File: config.mk
export PLATFORM = sky130hd
export DESIGN_NAME = pmcs_top
export DESIGN_NICKNAME = d
export VERILOG_FILES = /design/src/design/pmcs_clk_div.v /design/src/design/pmcs_clk_gate.v /design/src/design/pmcs_top.v
export VERILOG_INCLUDE_DIRS = /design/src /design/src/design
export SDC_FILE = /design/constraint.sdc
export NUM_CORES = 1
export LEC_CHECK = 0
export BUFFER_PORTS_ARGS = -buffer_cell sky130_fd_sc_hd__buf_2
export CAP_MARGIN = 20
export CORE_ASPECT_RATIO = 1.2
export CORE_UTILIZATION = 25
export DETAILED_ROUTE_END_ITERATION = 12
export PLACE_DENSITY = 0.4
export SKIP_CTS_REPAIR_TIMING = 1
export SLEW_MARGIN = 20
export SYNTH_ARGS = -nofsm -noshare
export SYNTH_HDL_FRONTEND = slang
export SYNTH_SLANG_ARGS = --single-unit
File: constraint.sdc
create_clock -name sys_clk -period 4.53 [get_ports sys_clk]
set_input_delay 0.2265 -clock sys_clk [delete_from_list [all_inputs] [get_ports sys_clk]]
set_output_delay 0.2265 -clock sys_clk [all_outputs]
set_load 0.01 [all_outputs]
File: src/design/pmcs_consts.vh
// Constants for the power mode and clock sequencer
`ifndef PMCS_CONSTS_VH
`define PMCS_CONSTS_VH
// Register offsets (byte addresses)
`define PMCS_OFF_CLKSEL    8'h00
`define PMCS_OFF_CPUDIV    8'h04
`define PMCS_OFF_PERCLK    8'h08
`define PMCS_OFF_PERDIV0   8'h0c
`define PMCS_OFF_PERDIV1   8'h10
`define PMCS_OFF_PWRMODE   8'h14
`define PMCS_OFF_PROFILE   8'h18
`define PMCS_OFF_STATUS    8'h1c
`define PMCS_OFF_INT_STAT  8'h20
`define PMCS_OFF_INT_CLR   8'h24
`define PMCS_OFF_INT_EN    8'h28
`define PMCS_OFF_SRCEN     8'h2c
// Clock source codes
`define PMCS_SRC_INTRC     2'h0
`define PMCS_SRC_SYSOSC    2'h1
`define PMCS_SRC_WDOSC     2'h2
`define PMCS_SRC_RTCOSC    2'h3
// Power mode request codes
`define PMCS_MODE_ACTIVE   3'h0
`define PMCS_MODE_SLEEP    3'h1
`define PMCS_MODE_DSLEEP   3'h2
`define PMCS_MODE_PDOWN    3'h3
`define PMCS_MODE_DPDOWN   3'h4
// Power profile codes
`define PMCS_PROF_DEFAULT  2'h0
`define PMCS_PROF_PERF     2'h1
`define PMCS_PROF_EFF      2'h2
`define PMCS_PROF_LOWCUR   2'h3
// Reset values
`define PMCS_RST_CPUDIV    8'h01
`define PMCS_RST_PERCLK    16'hffff
`define PMCS_RST_PERDIV    8'h01
`define PMCS_RST_SRCEN     4'h1
// Interrupt status bit positions
`define PMCS_EV_WAKE       0
`define PMCS_EV_SRCSW      1
`define PMCS_EV_LPENTRY    2
`endif

File: src/design/pmcs_clk_div.v
// Clock enable pulse divider with programmable ratio
module pmcs_clk_div #(
  parameter W = 8
) (
  // Clock and reset
  input  wire         sys_clk,
  input  wire         rst,
  // Control
  input  wire         run,
  input  wire [W-1:0] ratio,
  // Output tick
  output reg          tick
);
  reg [W-1:0] cnt_reg;

  // Count up to ratio-1; ratio 0 stops the tick, ratio 1 passes every cycle
  always @(posedge sys_clk) begin
    if (rst) begin
      cnt_reg <= {W{1'b0}};
      tick    <= 1'b0;
    end else if (!run || ratio == {W{1'b0}}) begin
      cnt_reg <= {W{1'b0}};
      tick    <= 1'b0;
    end else if (cnt_reg >= ratio - {{(W-1){1'b0}}, 1'b1}) begin
      cnt_reg <= {W{1'b0}};
      tick    <= 1'b1;
    end else begin
      cnt_reg <= cnt_reg + {{(W-1){1'b0}}, 1'b1};
      tick    <= 1'b0;
    end
  end
endmodule

File: src/design/pmcs_clk_gate.v
// Glitch-free clock enable gate
module pmcs_clk_gate (
  // Clock and reset
  input  wire sys_clk,
  input  wire rst,
  // Request and tick source
  input  wire enable_req,
  input  wire tick_in,
  // Gated enable out
  output reg  gated_tick,
  output reg  enabled
);
  // Registered enable; a tick passes whole or not at all, and none passes once the request drops
  always @(posedge sys_clk) begin
    if (rst) begin
      enabled    <= 1'b1;
      gated_tick <= 1'b0;
    end else begin
      enabled    <= enable_req;
      gated_tick <= tick_in & enable_req;
    end
  end
endmodule

File: src/design/pmcs_top.v
// Power mode and clock sequencer top level
// Overview of operation
// - Supports active plus Sleep, Deep-sleep, Power-down and Deep power-down modes.
// - Four clock sources: system, internal RC, watchdog, 32 kHz RTC oscillators.
// - Any reset selects the internal RC oscillator until software chooses another.
// - Power-up and Deep power-down wake run from the 12 MHz internal RC oscillator.
// - CPU rate changes via source, PLL setting or CPU divider.
// - One register gates each peripheral clock individually.
// - Selected peripherals own dividers separate from the CPU divider.
// - Four power profiles: default, performance, efficiency, lowest current.
// - Sleep entry stops the core clock.
// - Execution stays suspended in Sleep until reset, interrupt or the wake pin.
// - Sleep exit just re-enables the core clock.
// - Peripherals run in Sleep; their interrupts wake the core.
//
// The register offsets and the strobed register port are this design's own decisions.
`include "pmcs_consts.vh"
// Register map
// 0x00 clock select: [1:0] source, [2] PLL in use, [13:8] PLL setting
// 0x04 CPU divider ratio: 0 stops the core ticks, 1 passes every cycle
// 0x08 peripheral clock gates: one bit per peripheral, 1 runs the clock
// 0x0c peripheral divider 0 ratio
// 0x10 peripheral divider 1 ratio
// 0x14 power mode request: [2:0] mode code, [8] deep power-down wake flag
// 0x18 power profile code
// 0x1c status: [4:0] state, [8] core clock on, [12:9] sources ready, [13] PLL locked
// 0x20 interrupt status, read only, sticky
// 0x24 interrupt clear, write only, one clears
// 0x28 interrupt enable, same layout as status
// 0x2c oscillator enables, the internal RC bit is forced on
//
// Interrupt events
// Bit 0 wake from any low-power state
// Bit 1 write to the clock select register
// Bit 2 entry into any low-power state
//
// Sequencing notes
// A sleep request is taken only in the run state
// The requested mode comes from the power mode register
// An unknown mode code leaves the core running
// Sleep, deep-sleep and power-down wake on an interrupt or the wake pin
// Deep power-down wakes only on the wake pin
// Deep power-down wake restores the clock selection of reset
// The wake flag tells software that the last wake was from deep power-down
// Software clears that flag by writing one to bit 8 of the mode register
//
// Clock notes
// The core clock is a tick enable, not a derived clock
// The gate closes on the same edge the state leaves run
// So no tick reaches the core once it is halted
// Peripheral ticks continue in sleep but stop in deeper states
// Peripheral clock gate outputs are held closed outside run and sleep; the 0x08 register reads back as written
// Source selection is not checked against readiness
// Software must wait for a source to report ready before selecting it
//
// Register port notes
// Writes take effect on the edge that samples the strobe
// Read data stands for one cycle after the read strobe
// Outside that cycle the read data is zero
// Unmapped reads return zero and unmapped writes are dropped
// The port never stalls the master
//
// Interrupt notes
// A new event wins over a clear in the same cycle
// The interrupt output is a level, high while an enabled bit is set
// Events are counted once per cycle, not queued
module pmcs_top #(
  parameter NPER = 16,
  parameter DW   = 8
) (
  // Clock and reset
  input  wire            sys_clk,
  input  wire            rst,
  // Register port
  input  wire [7:0]      reg_addr,
  input  wire [31:0]     reg_wdata,
  input  wire            reg_wr,
  input  wire            reg_rd,
  output reg  [31:0]     reg_rdata,
  // Core side
  input  wire            core_sleep_req,
  input  wire            wake_irq,
  input  wire            wake_pin,
  output wire            core_clk_en,
  output wire            core_halted,
  // Oscillators and PLL
  input  wire [3:0]      src_ready,
  input  wire            pll_locked,
  output wire [3:0]      src_enable,
  output wire [1:0]      sys_clk_sel,
  output wire            pll_use,
  output wire [5:0]      pll_setting,
  // Peripheral clocks
  output wire [NPER-1:0] per_clk_en,
  output wire [1:0]      per_div_tick,
  // Power state
  output wire [2:0]      pwr_mode,
  output wire [1:0]      pwr_profile,
  output wire            dpd_active,
  output wire            irq
);
  // One-hot sequencer states
  localparam [4:0] ST_RUN   = 5'b00001;
  localparam [4:0] ST_SLEEP = 5'b00010;
  localparam [4:0] ST_DSLP  = 5'b00100;
  localparam [4:0] ST_PDN   = 5'b01000;
  localparam [4:0] ST_DPD   = 5'b10000;

  reg [4:0]      state_reg;
  reg [4:0]      state_next;
  reg [1:0]      clksel_reg;
  reg            pll_use_reg;
  reg [5:0]      pll_set_reg;
  reg [DW-1:0]   cpudiv_reg;
  reg [NPER-1:0] perclk_reg;
  reg [DW-1:0]   perdiv0_reg;
  reg [DW-1:0]   perdiv1_reg;
  reg [2:0]      mode_req_reg;
  reg [1:0]      profile_reg;
  reg [3:0]      srcen_reg;
  reg [2:0]      int_stat_reg;
  reg [2:0]      int_en_reg;
  reg            dpd_wake_reg;

  wire wake       = wake_irq | wake_pin;
  wire cpu_tick;
  wire core_tick;
  wire core_on;
  wire sleeping   = (state_reg != ST_RUN);
  wire [2:0] ev;

  // Register write decode
  function hit;
    input [7:0] a;
    input [7:0] off;
    begin
      hit = (a == off);
    end
  endfunction

  // Power sequencer next state
  always @* begin
    state_next = state_reg;
    case (state_reg)
      ST_RUN: begin
        if (core_sleep_req) begin
          case (mode_req_reg)
            `PMCS_MODE_SLEEP:  state_next = ST_SLEEP;
            `PMCS_MODE_DSLEEP: state_next = ST_DSLP;
            `PMCS_MODE_PDOWN:  state_next = ST_PDN;
            `PMCS_MODE_DPDOWN: state_next = ST_DPD;
            default:           state_next = ST_RUN;
          endcase
        end
      end
      ST_SLEEP: begin
        if (wake)
          state_next = ST_RUN;
      end
      ST_DSLP, ST_PDN: begin
        if (wake)
          state_next = ST_RUN;
      end
      ST_DPD: begin
        if (wake_pin)
          state_next = ST_RUN;
      end
      default: state_next = ST_RUN;
    endcase
  end

  // Event sources for the interrupt status
  assign ev[`PMCS_EV_WAKE]    = sleeping && state_next == ST_RUN;
  assign ev[`PMCS_EV_SRCSW]   = reg_wr && hit(reg_addr, `PMCS_OFF_CLKSEL);
  assign ev[`PMCS_EV_LPENTRY] = !sleeping && state_next != ST_RUN;

  // State, configuration and status registers
  always @(posedge sys_clk) begin
    if (rst) begin
      state_reg    <= ST_RUN;
      clksel_reg   <= `PMCS_SRC_INTRC;
      pll_use_reg  <= 1'b0;
      pll_set_reg  <= 6'h00;
      cpudiv_reg   <= `PMCS_RST_CPUDIV;
      perclk_reg   <= `PMCS_RST_PERCLK;
      perdiv0_reg  <= `PMCS_RST_PERDIV;
      perdiv1_reg  <= `PMCS_RST_PERDIV;
      mode_req_reg <= `PMCS_MODE_ACTIVE;
      profile_reg  <= `PMCS_PROF_DEFAULT;
      srcen_reg    <= `PMCS_RST_SRCEN;
      int_stat_reg <= 3'h0;
      int_en_reg   <= 3'h0;
      dpd_wake_reg <= 1'b0;
    end else begin
      state_reg <= state_next;
      // Deep power-down wake falls back to the internal RC oscillator
      if (state_reg == ST_DPD && state_next == ST_RUN) begin
        clksel_reg   <= `PMCS_SRC_INTRC;
        pll_use_reg  <= 1'b0;
        srcen_reg    <= `PMCS_RST_SRCEN;
        dpd_wake_reg <= 1'b1;
      end else if (reg_wr && hit(reg_addr, `PMCS_OFF_CLKSEL)) begin
        clksel_reg  <= reg_wdata[1:0];
        pll_use_reg <= reg_wdata[2];
        pll_set_reg <= reg_wdata[13:8];
      end else if (reg_wr && hit(reg_addr, `PMCS_OFF_SRCEN)) begin
        srcen_reg <= reg_wdata[3:0];
      end
      if (reg_wr && hit(reg_addr, `PMCS_OFF_CPUDIV))
        cpudiv_reg <= reg_wdata[DW-1:0];
      if (reg_wr && hit(reg_addr, `PMCS_OFF_PERCLK))
        perclk_reg <= reg_wdata[NPER-1:0];
      if (reg_wr && hit(reg_addr, `PMCS_OFF_PERDIV0))
        perdiv0_reg <= reg_wdata[DW-1:0];
      if (reg_wr && hit(reg_addr, `PMCS_OFF_PERDIV1))
        perdiv1_reg <= reg_wdata[DW-1:0];
      if (reg_wr && hit(reg_addr, `PMCS_OFF_PWRMODE)) begin
        mode_req_reg <= reg_wdata[2:0];
        if (reg_wdata[8])
          dpd_wake_reg <= 1'b0;
      end
      if (reg_wr && hit(reg_addr, `PMCS_OFF_PROFILE))
        profile_reg <= reg_wdata[1:0];
      if (reg_wr && hit(reg_addr, `PMCS_OFF_INT_EN))
        int_en_reg <= reg_wdata[2:0];
      // Set wins over a clear in the same cycle
      if (reg_wr && hit(reg_addr, `PMCS_OFF_INT_CLR))
        int_stat_reg <= (int_stat_reg & ~reg_wdata[2:0]) | ev;
      else
        int_stat_reg <= int_stat_reg | ev;
    end
  end

  // Read data, one cycle after the strobe; unmapped reads return zero
  always @(posedge sys_clk) begin
    if (rst) begin
      reg_rdata <= 32'h0;
    end else if (reg_rd) begin
      case (reg_addr)
        `PMCS_OFF_CLKSEL:   reg_rdata <= {18'h0, pll_set_reg, 5'h0, pll_use_reg, clksel_reg};
        `PMCS_OFF_CPUDIV:   reg_rdata <= {{(32-DW){1'b0}}, cpudiv_reg};
        `PMCS_OFF_PERCLK:   reg_rdata <= {{(32-NPER){1'b0}}, perclk_reg};
        `PMCS_OFF_PERDIV0:  reg_rdata <= {{(32-DW){1'b0}}, perdiv0_reg};
        `PMCS_OFF_PERDIV1:  reg_rdata <= {{(32-DW){1'b0}}, perdiv1_reg};
        `PMCS_OFF_PWRMODE:  reg_rdata <= {23'h0, dpd_wake_reg, 5'h0, mode_req_reg};
        `PMCS_OFF_PROFILE:  reg_rdata <= {30'h0, profile_reg};
        `PMCS_OFF_STATUS:   reg_rdata <= {18'h0, pll_locked, src_ready, core_on, 3'h0, state_reg};
        `PMCS_OFF_INT_STAT: reg_rdata <= {29'h0, int_stat_reg};
        `PMCS_OFF_INT_EN:   reg_rdata <= {29'h0, int_en_reg};
        `PMCS_OFF_SRCEN:    reg_rdata <= {28'h0, srcen_reg};
        default:            reg_rdata <= 32'h0;
      endcase
    end else begin
      reg_rdata <= 32'h0;
    end
  end

  // CPU clock divider tick
  pmcs_clk_div #(.W(DW)) u_cpu_div (
    .sys_clk (sys_clk),
    .rst     (rst),
    .run     (1'b1),
    .ratio   (cpudiv_reg),
    .tick    (cpu_tick)
  );

  // Core clock gate, closed in every low-power state
  pmcs_clk_gate u_core_gate (
    .sys_clk    (sys_clk),
    .rst        (rst),
    .enable_req (state_next == ST_RUN),
    .tick_in    (cpu_tick),
    .gated_tick (core_tick),
    .enabled    (core_on)
  );

  // Peripheral dividers keep running in Sleep only
  pmcs_clk_div #(.W(DW)) u_per_div0 (
    .sys_clk (sys_clk),
    .rst     (rst),
    .run     (state_reg == ST_RUN || state_reg == ST_SLEEP),
    .ratio   (perdiv0_reg),
    .tick    (per_div_tick[0])
  );

  pmcs_clk_div #(.W(DW)) u_per_div1 (
    .sys_clk (sys_clk),
    .rst     (rst),
    .run     (state_reg == ST_RUN || state_reg == ST_SLEEP),
    .ratio   (perdiv1_reg),
    .tick    (per_div_tick[1])
  );

  // Output drive
  assign core_clk_en = core_tick;
  assign core_halted = !core_on;
  assign per_clk_en  = (state_reg == ST_RUN || state_reg == ST_SLEEP) ? perclk_reg : {NPER{1'b0}};
  assign src_enable  = srcen_reg | 4'h1;
  assign sys_clk_sel = clksel_reg;
  assign pll_use     = pll_use_reg;
  assign pll_setting = pll_set_reg;
  assign pwr_mode    = (state_reg == ST_SLEEP) ? `PMCS_MODE_SLEEP :
                       (state_reg == ST_DSLP)  ? `PMCS_MODE_DSLEEP :
                       (state_reg == ST_PDN)   ? `PMCS_MODE_PDOWN :
                       (state_reg == ST_DPD)   ? `PMCS_MODE_DPDOWN : `PMCS_MODE_ACTIVE;
  assign pwr_profile = profile_reg;
  assign dpd_active  = (state_reg == ST_DPD);
  assign irq         = |(int_stat_reg & int_en_reg);
endmodule

# ---- Word level (Yosys, flattened, before mapping)
# Index checks and enable logic that the tools add are counted.
dict set report totals {
  ff_bits 131
  input_bits 52
  output_inout_bits 72
}
dict set report op_classes {
  addsub 6
  n_lt_le_gt_ge 3
  eq_ne 23
  muxes 18
  n_bitwise 10
  reduce_logical 35
}
# op count
set op_table {}
lappend op_table {{case mux 16 bit (11 select lines)} 1}
lappend op_table {{== test 8 x 5 -> 1 bit, second input constant} 4}
lappend op_table {{== test 8 x 6 -> 1 bit, second input constant} 4}
lappend op_table {{zero test 8 bit} 4}
lappend op_table {{adder 8 x 1 -> 8 bit, second input constant} 3}
lappend op_table {{greater-or-equal comparator 8 bit} 3}
lappend op_table {{subtractor 8 x 1 -> 8 bit, second input constant} 3}
lappend op_table {{case mux 5 bit (4 select lines)} 1}
lappend op_table {{== test 8 x 4 -> 1 bit, second input constant} 2}
lappend op_table {{two-way mux 16 bit} 1}
lappend op_table {{two-way mux 3 bit} 5}
lappend op_table {{two-way mux 5 bit} 3}
lappend op_table {{case mux 5 bit (3 select lines)} 1}
lappend op_table {{OR reduction 3 bit} 5}
lappend op_table {{logical AND 1 bit} 13}
lappend op_table {{== test 5 x 1 -> 1 bit, second input constant} 2}
lappend op_table {{inequality test 5 x 1 -> 1 bit, second input constant} 2}
lappend op_table {{OR reduction 2 bit} 5}
lappend op_table {{== test 8 x 3 -> 1 bit, second input constant} 1}
lappend op_table {{bitwise AND 3 bit} 2}
lappend op_table {{== test 3 x 2 -> 1 bit, second input constant} 2}
lappend op_table {{two-way mux 1 bit} 6}
lappend op_table {{bitwise OR 3 bit} 2}
lappend op_table {{== test 5 x 2 -> 1 bit, second input constant} 1}
lappend op_table {{other kinds (12)} 19}

# ---- Logic depth before layout (Yosys ltp)
dict set report depth {
  word_depth 9
  ltp_mapped 10
}

# ---- Hierarchy
# Synthesis repeated with hierarchy kept, for this count alone.
dict set report hier_totals {
  hier_cells 721
  area_unflattened_um2 6487.5
}
# module n_inst cells_per_inst area_each_um2
set by_module_without_submodules {}
lappend by_module_without_submodules {pmcs_top 1 495 4317.9}
lappend by_module_without_submodules {pmcs_clk_div 3 74 704.4}
lappend by_module_without_submodules {pmcs_clk_gate 1 4 56.3}

# ---- Least setup slack after synthesis
# Ideal clock, no wire load.
dict set report synth_timing {
  path_type {register to register}
  from {register perdiv0_reg[2]}
  to {register u_per_div0.tick}
  arrival_ns 2.268
  required_ns 4.468
  path_slack_ns 2.200
  stages_incl_launch_ff 8
  path_buffers 0
  period_less_slack_ns 2.330
  path_cell_list {dfxtp_1 -> nor4_1 -> nand2_1 -> xor2_1 -> ha_1 -> nand4_1 -> o31ai_1 -> and2_1}
}
dict set report synth_via {
  elab_chain_len 3
  word_cells_on_any_way 6
  classes_between {1 x add/sub; 1 x order compare; 1 x mux; 3 x reduce/logical}
}
# item line_no
set synth_rtl {}
lappend synth_rtl {{from (decl)} pmcs_top.v:116} ;# reg [DW-1:0] perdiv0_reg;
lappend synth_rtl {{from (signal assigned)} pmcs_top.v:186} ;# perdiv0_reg <= `PMCS_RST_PERDIV;
lappend synth_rtl {{from (signal assigned)} pmcs_top.v:214} ;# perdiv0_reg <= reg_wdata[DW-1:0];
lappend synth_rtl {{subtractor 8 x 1 -> 8 bit / zero test 8 bit (equally long branches)} {pmcs_clk_div.v:24, pmcs_clk_div.v:21}}
lappend synth_rtl {{greater-or-equal comparator 8 bit / logical OR 1 bit (equally long branches)} {pmcs_clk_div.v:24, pmcs_clk_div.v:21}}
lappend synth_rtl {{two-way mux 1 bit / OR reduction 2 bit (equally long branches)} -}
lappend synth_rtl {{to (signal assigned)} pmcs_clk_div.v:23} ;# tick <= 1'b0;
lappend synth_rtl {{to (signal assigned)} pmcs_clk_div.v:26} ;# tick <= 1'b1;
lappend synth_rtl {{to (signal assigned)} pmcs_clk_div.v:29} ;# tick <= 1'b0;
lappend synth_rtl {{to (decl)} pmcs_clk_div.v:12} ;# output reg tick
# Parallel ways exist; a longest one is shown, timed or not.
# A chain may end at the register's enable or synchronous reset.

# ---- Final worst setup path
# Same ends and word-level chain as after synthesis.

==> impl_metrics.toml <==
[floorplan]
coreArea_sq_um = 24800
die_w_um = 147
start_util_pct = 25.4
row_count = 63
dieArea_sq_um = 25800
ios = 124
die_h_um = 176

[synth]
ys.flop_type = "dfxtp_1"
synthCells = 774
synth-simple-area-share_pct = 29.7
synthAdderAreaFrac_pct = 6.56
synthDistinctLibCells = 62
async_flop_share_pct = 0
avgSynthCellArea_sq_um = 8.14
synth_compound_area_share_pct = 12.3
synth-seq-cells = 115
synth_top_family_by_area = "simple AND/OR/NAND/NOR gates"
synth_edf_count = 0
synth_xor_area_share_pct = 5.42
yosysWarningCount = 0
synthMuxAreaShare_pct = 2.96
yosysSeqAreaShare_pct = 36.6
syn_area_sq_um = 6300

[critical_path]
endpoint_kind = "flip-flop"
arrival_ns = 2.88
cp.required_ns = 4.89
critPathMaxFanout = 9
criticalPathCategory = "flip-flop to flip-flop"
start_kind = "flip-flop"

[routing]
drcViolationCount = 0
via_per_inst = 4.73
avgRoutedWirePerCell_um = 17.3
firstDrtPassIters = 5
drtIter0Drc = 305
vias = 5596
finalWirelength_um = 20400
postRouteAntennaNets = 0

[global_routing]
grt_pass1_wl_um = 31300
overflow = 0
grt_max_degree = 71
antenna_found_initial = 0
grt_usage_pct = 16.2
first_global_vias = 5305

[power]
power.density_nw_per_um2 = 331
leakage_nw = 2.92
peakVddDrop_uv = 246

[timing]
max-slew-margin-rel_pct = 36.5
finalCritPeriodShare_pct = 55.7
final.min_clock_period_ns = 2.52
tns_ns = 0
setup_viol = 0
finalHoldViolations = 0
rsz0062_at_grt = "false"
slew_violations = 0
worstMarginPinSlew_ns = 0.952
fmax_mhz = 397
skew_ns = 0.0102

[cells_and_area]
stdcell_area_sq_um = 7550
n_antenna_cell = 0
syn_to_final_growth_pct = 19.9
fill_cells = 2745
drive_above_1_share_pct = 16.8
final_nets = 930

[clock_tree]
clk_latency_ns = 0.43
cts_buffer_depth = 2
cts_buffers = 17
cts_tree = "built"
numClockSinks = 115
clk_pin_slew_ns = 0.06
htree_levels = 4
cts-root-buf = "clkbuf_16"

[placement]
portBuffers = 90
dp_hpwl_um = 15000
place_congestion = 0.775
placed_cell_area_sq_um = 6940

[flow_run]
drv_cap = 0

[status]
outcome = "finished clean"

[min_path]
hp-class = "primary input to flip-flop"
power breakdown:
group / switching (W) / leakage (nW) / internal (W)
Clock: 0.000491 / 0.285 / 0.000863
Sequential: 0.00000241 / 0.928 / 0.00102
Combinational: 0.0000879 / 1.71 / 0.0000378
Total: 0.000582 / 2.92 / 0.00192
logic make-up after synthesis:
kind of cell,after synthesis
buffers and inverters,74
xor gates and xnor gates,39
and+or+nand+nor,371
muxes,17
adders and majority gates,33
AOI/OAI and AO/OA,123
other,2
DFF,115
critical path: stages, from the launching register on:
cell and delay [ns]:
dfxtp_1 0.37, nor4_1 0.53, nand2_1 0.12, xor2_1 0.17, ha_1 0.32, nand4_1 0.11, o31ai_2 0.61, and2_1 0.22
worst paths after layout:
kind / start / cells after the start / to / slack [ns]
setup / recovery: perdiv0_reg[2] / 7 / u_per_div0.tick / 2.01
hold / removal: reg_wdata[14] / 3 / perclk_reg[14] / 0.02
setup reg to reg: perdiv0_reg[2] / 7 / u_per_div0.tick / 2.01
hold reg to reg: u_cpu_div.tick / 1 / u_core_gate.gated_tick / 0.47
cell usage in the layout (no fill, tap or decap), types with 13 or more instances in the layout:
cell / instances
nand2_1: 118
dfxtp_1: 115
buf_2: 90
nor2_1: 68
a21oi_1: 61
nand3_1: 60
ha_1: 33
xnor2_1: 21
and2_1: 21
nor3_1: 20
xor2_1: 18
conb_1: 17
clkbuf_16: 17
nand3b_1: 16
inv_1: 14
mux2i_1: 13
per-stage QoR:
stage / utilization (%) / hold WS, ns / power (W) / cells / worst slack [ns]
after global routing: 30.5 / 0.0264 / 0.00259 / 1183 / 1.72
after detailed placement: 28.0 / 0.443 / 0.00117 / 1150 / 1.64
after CTS: 30.4 / -0.00419 / 0.00253 / 1182 / 1.63
after floorplan: - / 0.336 / 0.00112 / 789 / 2.20
final: 30.5 / 0.0166 / 0.00250 / 1183 / 2.01
after global placement: 28.0 / 0.443 / 0.00117 / 1150 / 1.60
metal layers:
layer / part of all wire, % / global-route usage, %
met5: 0 / 0
met2: 46 / 25.8
met1: 47 / 21.3
met4: 2.0 / 6.08
met3: 4.2 / 3.38
area by class of cell:
type	instances	area [sq um]	area share, %
Clock inverter	9	103	1.36
Sequential cell	115	2300	30.5
Inverter	14	52.6	0.696
Clock buffer	23	488	6.46
Multi-Input combinational cell	600	3690	48.9
Timing Repair Buffer	97	505	6.70
Tap cell	325	407	5.39
cell usage after synthesis (3+ instances only):
| cell type | n | area (sq um) |
|---|---|---|
| nand2_1 | 118 | 443 |
| dfxtp_1 | 115 | 2300 |
| nor2_1 | 68 | 255 |
| a21oi_1 | 61 | 305 |
| nand3_1 | 60 | 300 |
| ha_1 | 33 | 413 |
| buf_4 | 26 | 195 |
| and2_1 | 21 | 131 |
| xnor2_1 | 21 | 184 |
| nor3_1 | 20 | 100 |
| clkbuf_1 | 18 | 67.6 |
| xor2_1 | 18 | 158 |
| nand3b_1 | 16 | 120 |
| buf_2 | 15 | 75.1 |
| inv_1 | 14 | 52.6 |
| mux2i_1 | 13 | 130 |
| a22oi_1 | 12 | 90.1 |
| and3_1 | 12 | 75.1 |
| o21ai_0 | 12 | 60.1 |
| nand2b_1 | 9 | 56.3 |
| nor2b_1 | 7 | 43.8 |
| nor4b_1 | 7 | 61.3 |
| a211oi_1 | 6 | 45.0 |
| nor4_1 | 6 | 37.5 |
| nand4_1 | 5 | 31.3 |
| a311o_1 | 4 | 40.0 |
| a31oi_1 | 4 | 25.0 |
| nor3b_1 | 4 | 30.0 |
| a21o_1 | 3 | 22.5 |
| a221oi_1 | 3 | 26.3 |
| a22o_1 | 3 | 26.3 |
| mux2_2 | 3 | 33.8 |
| nand4b_1 | 3 | 26.3 |
No activity file was read; power rests on OpenSTA's default activity.
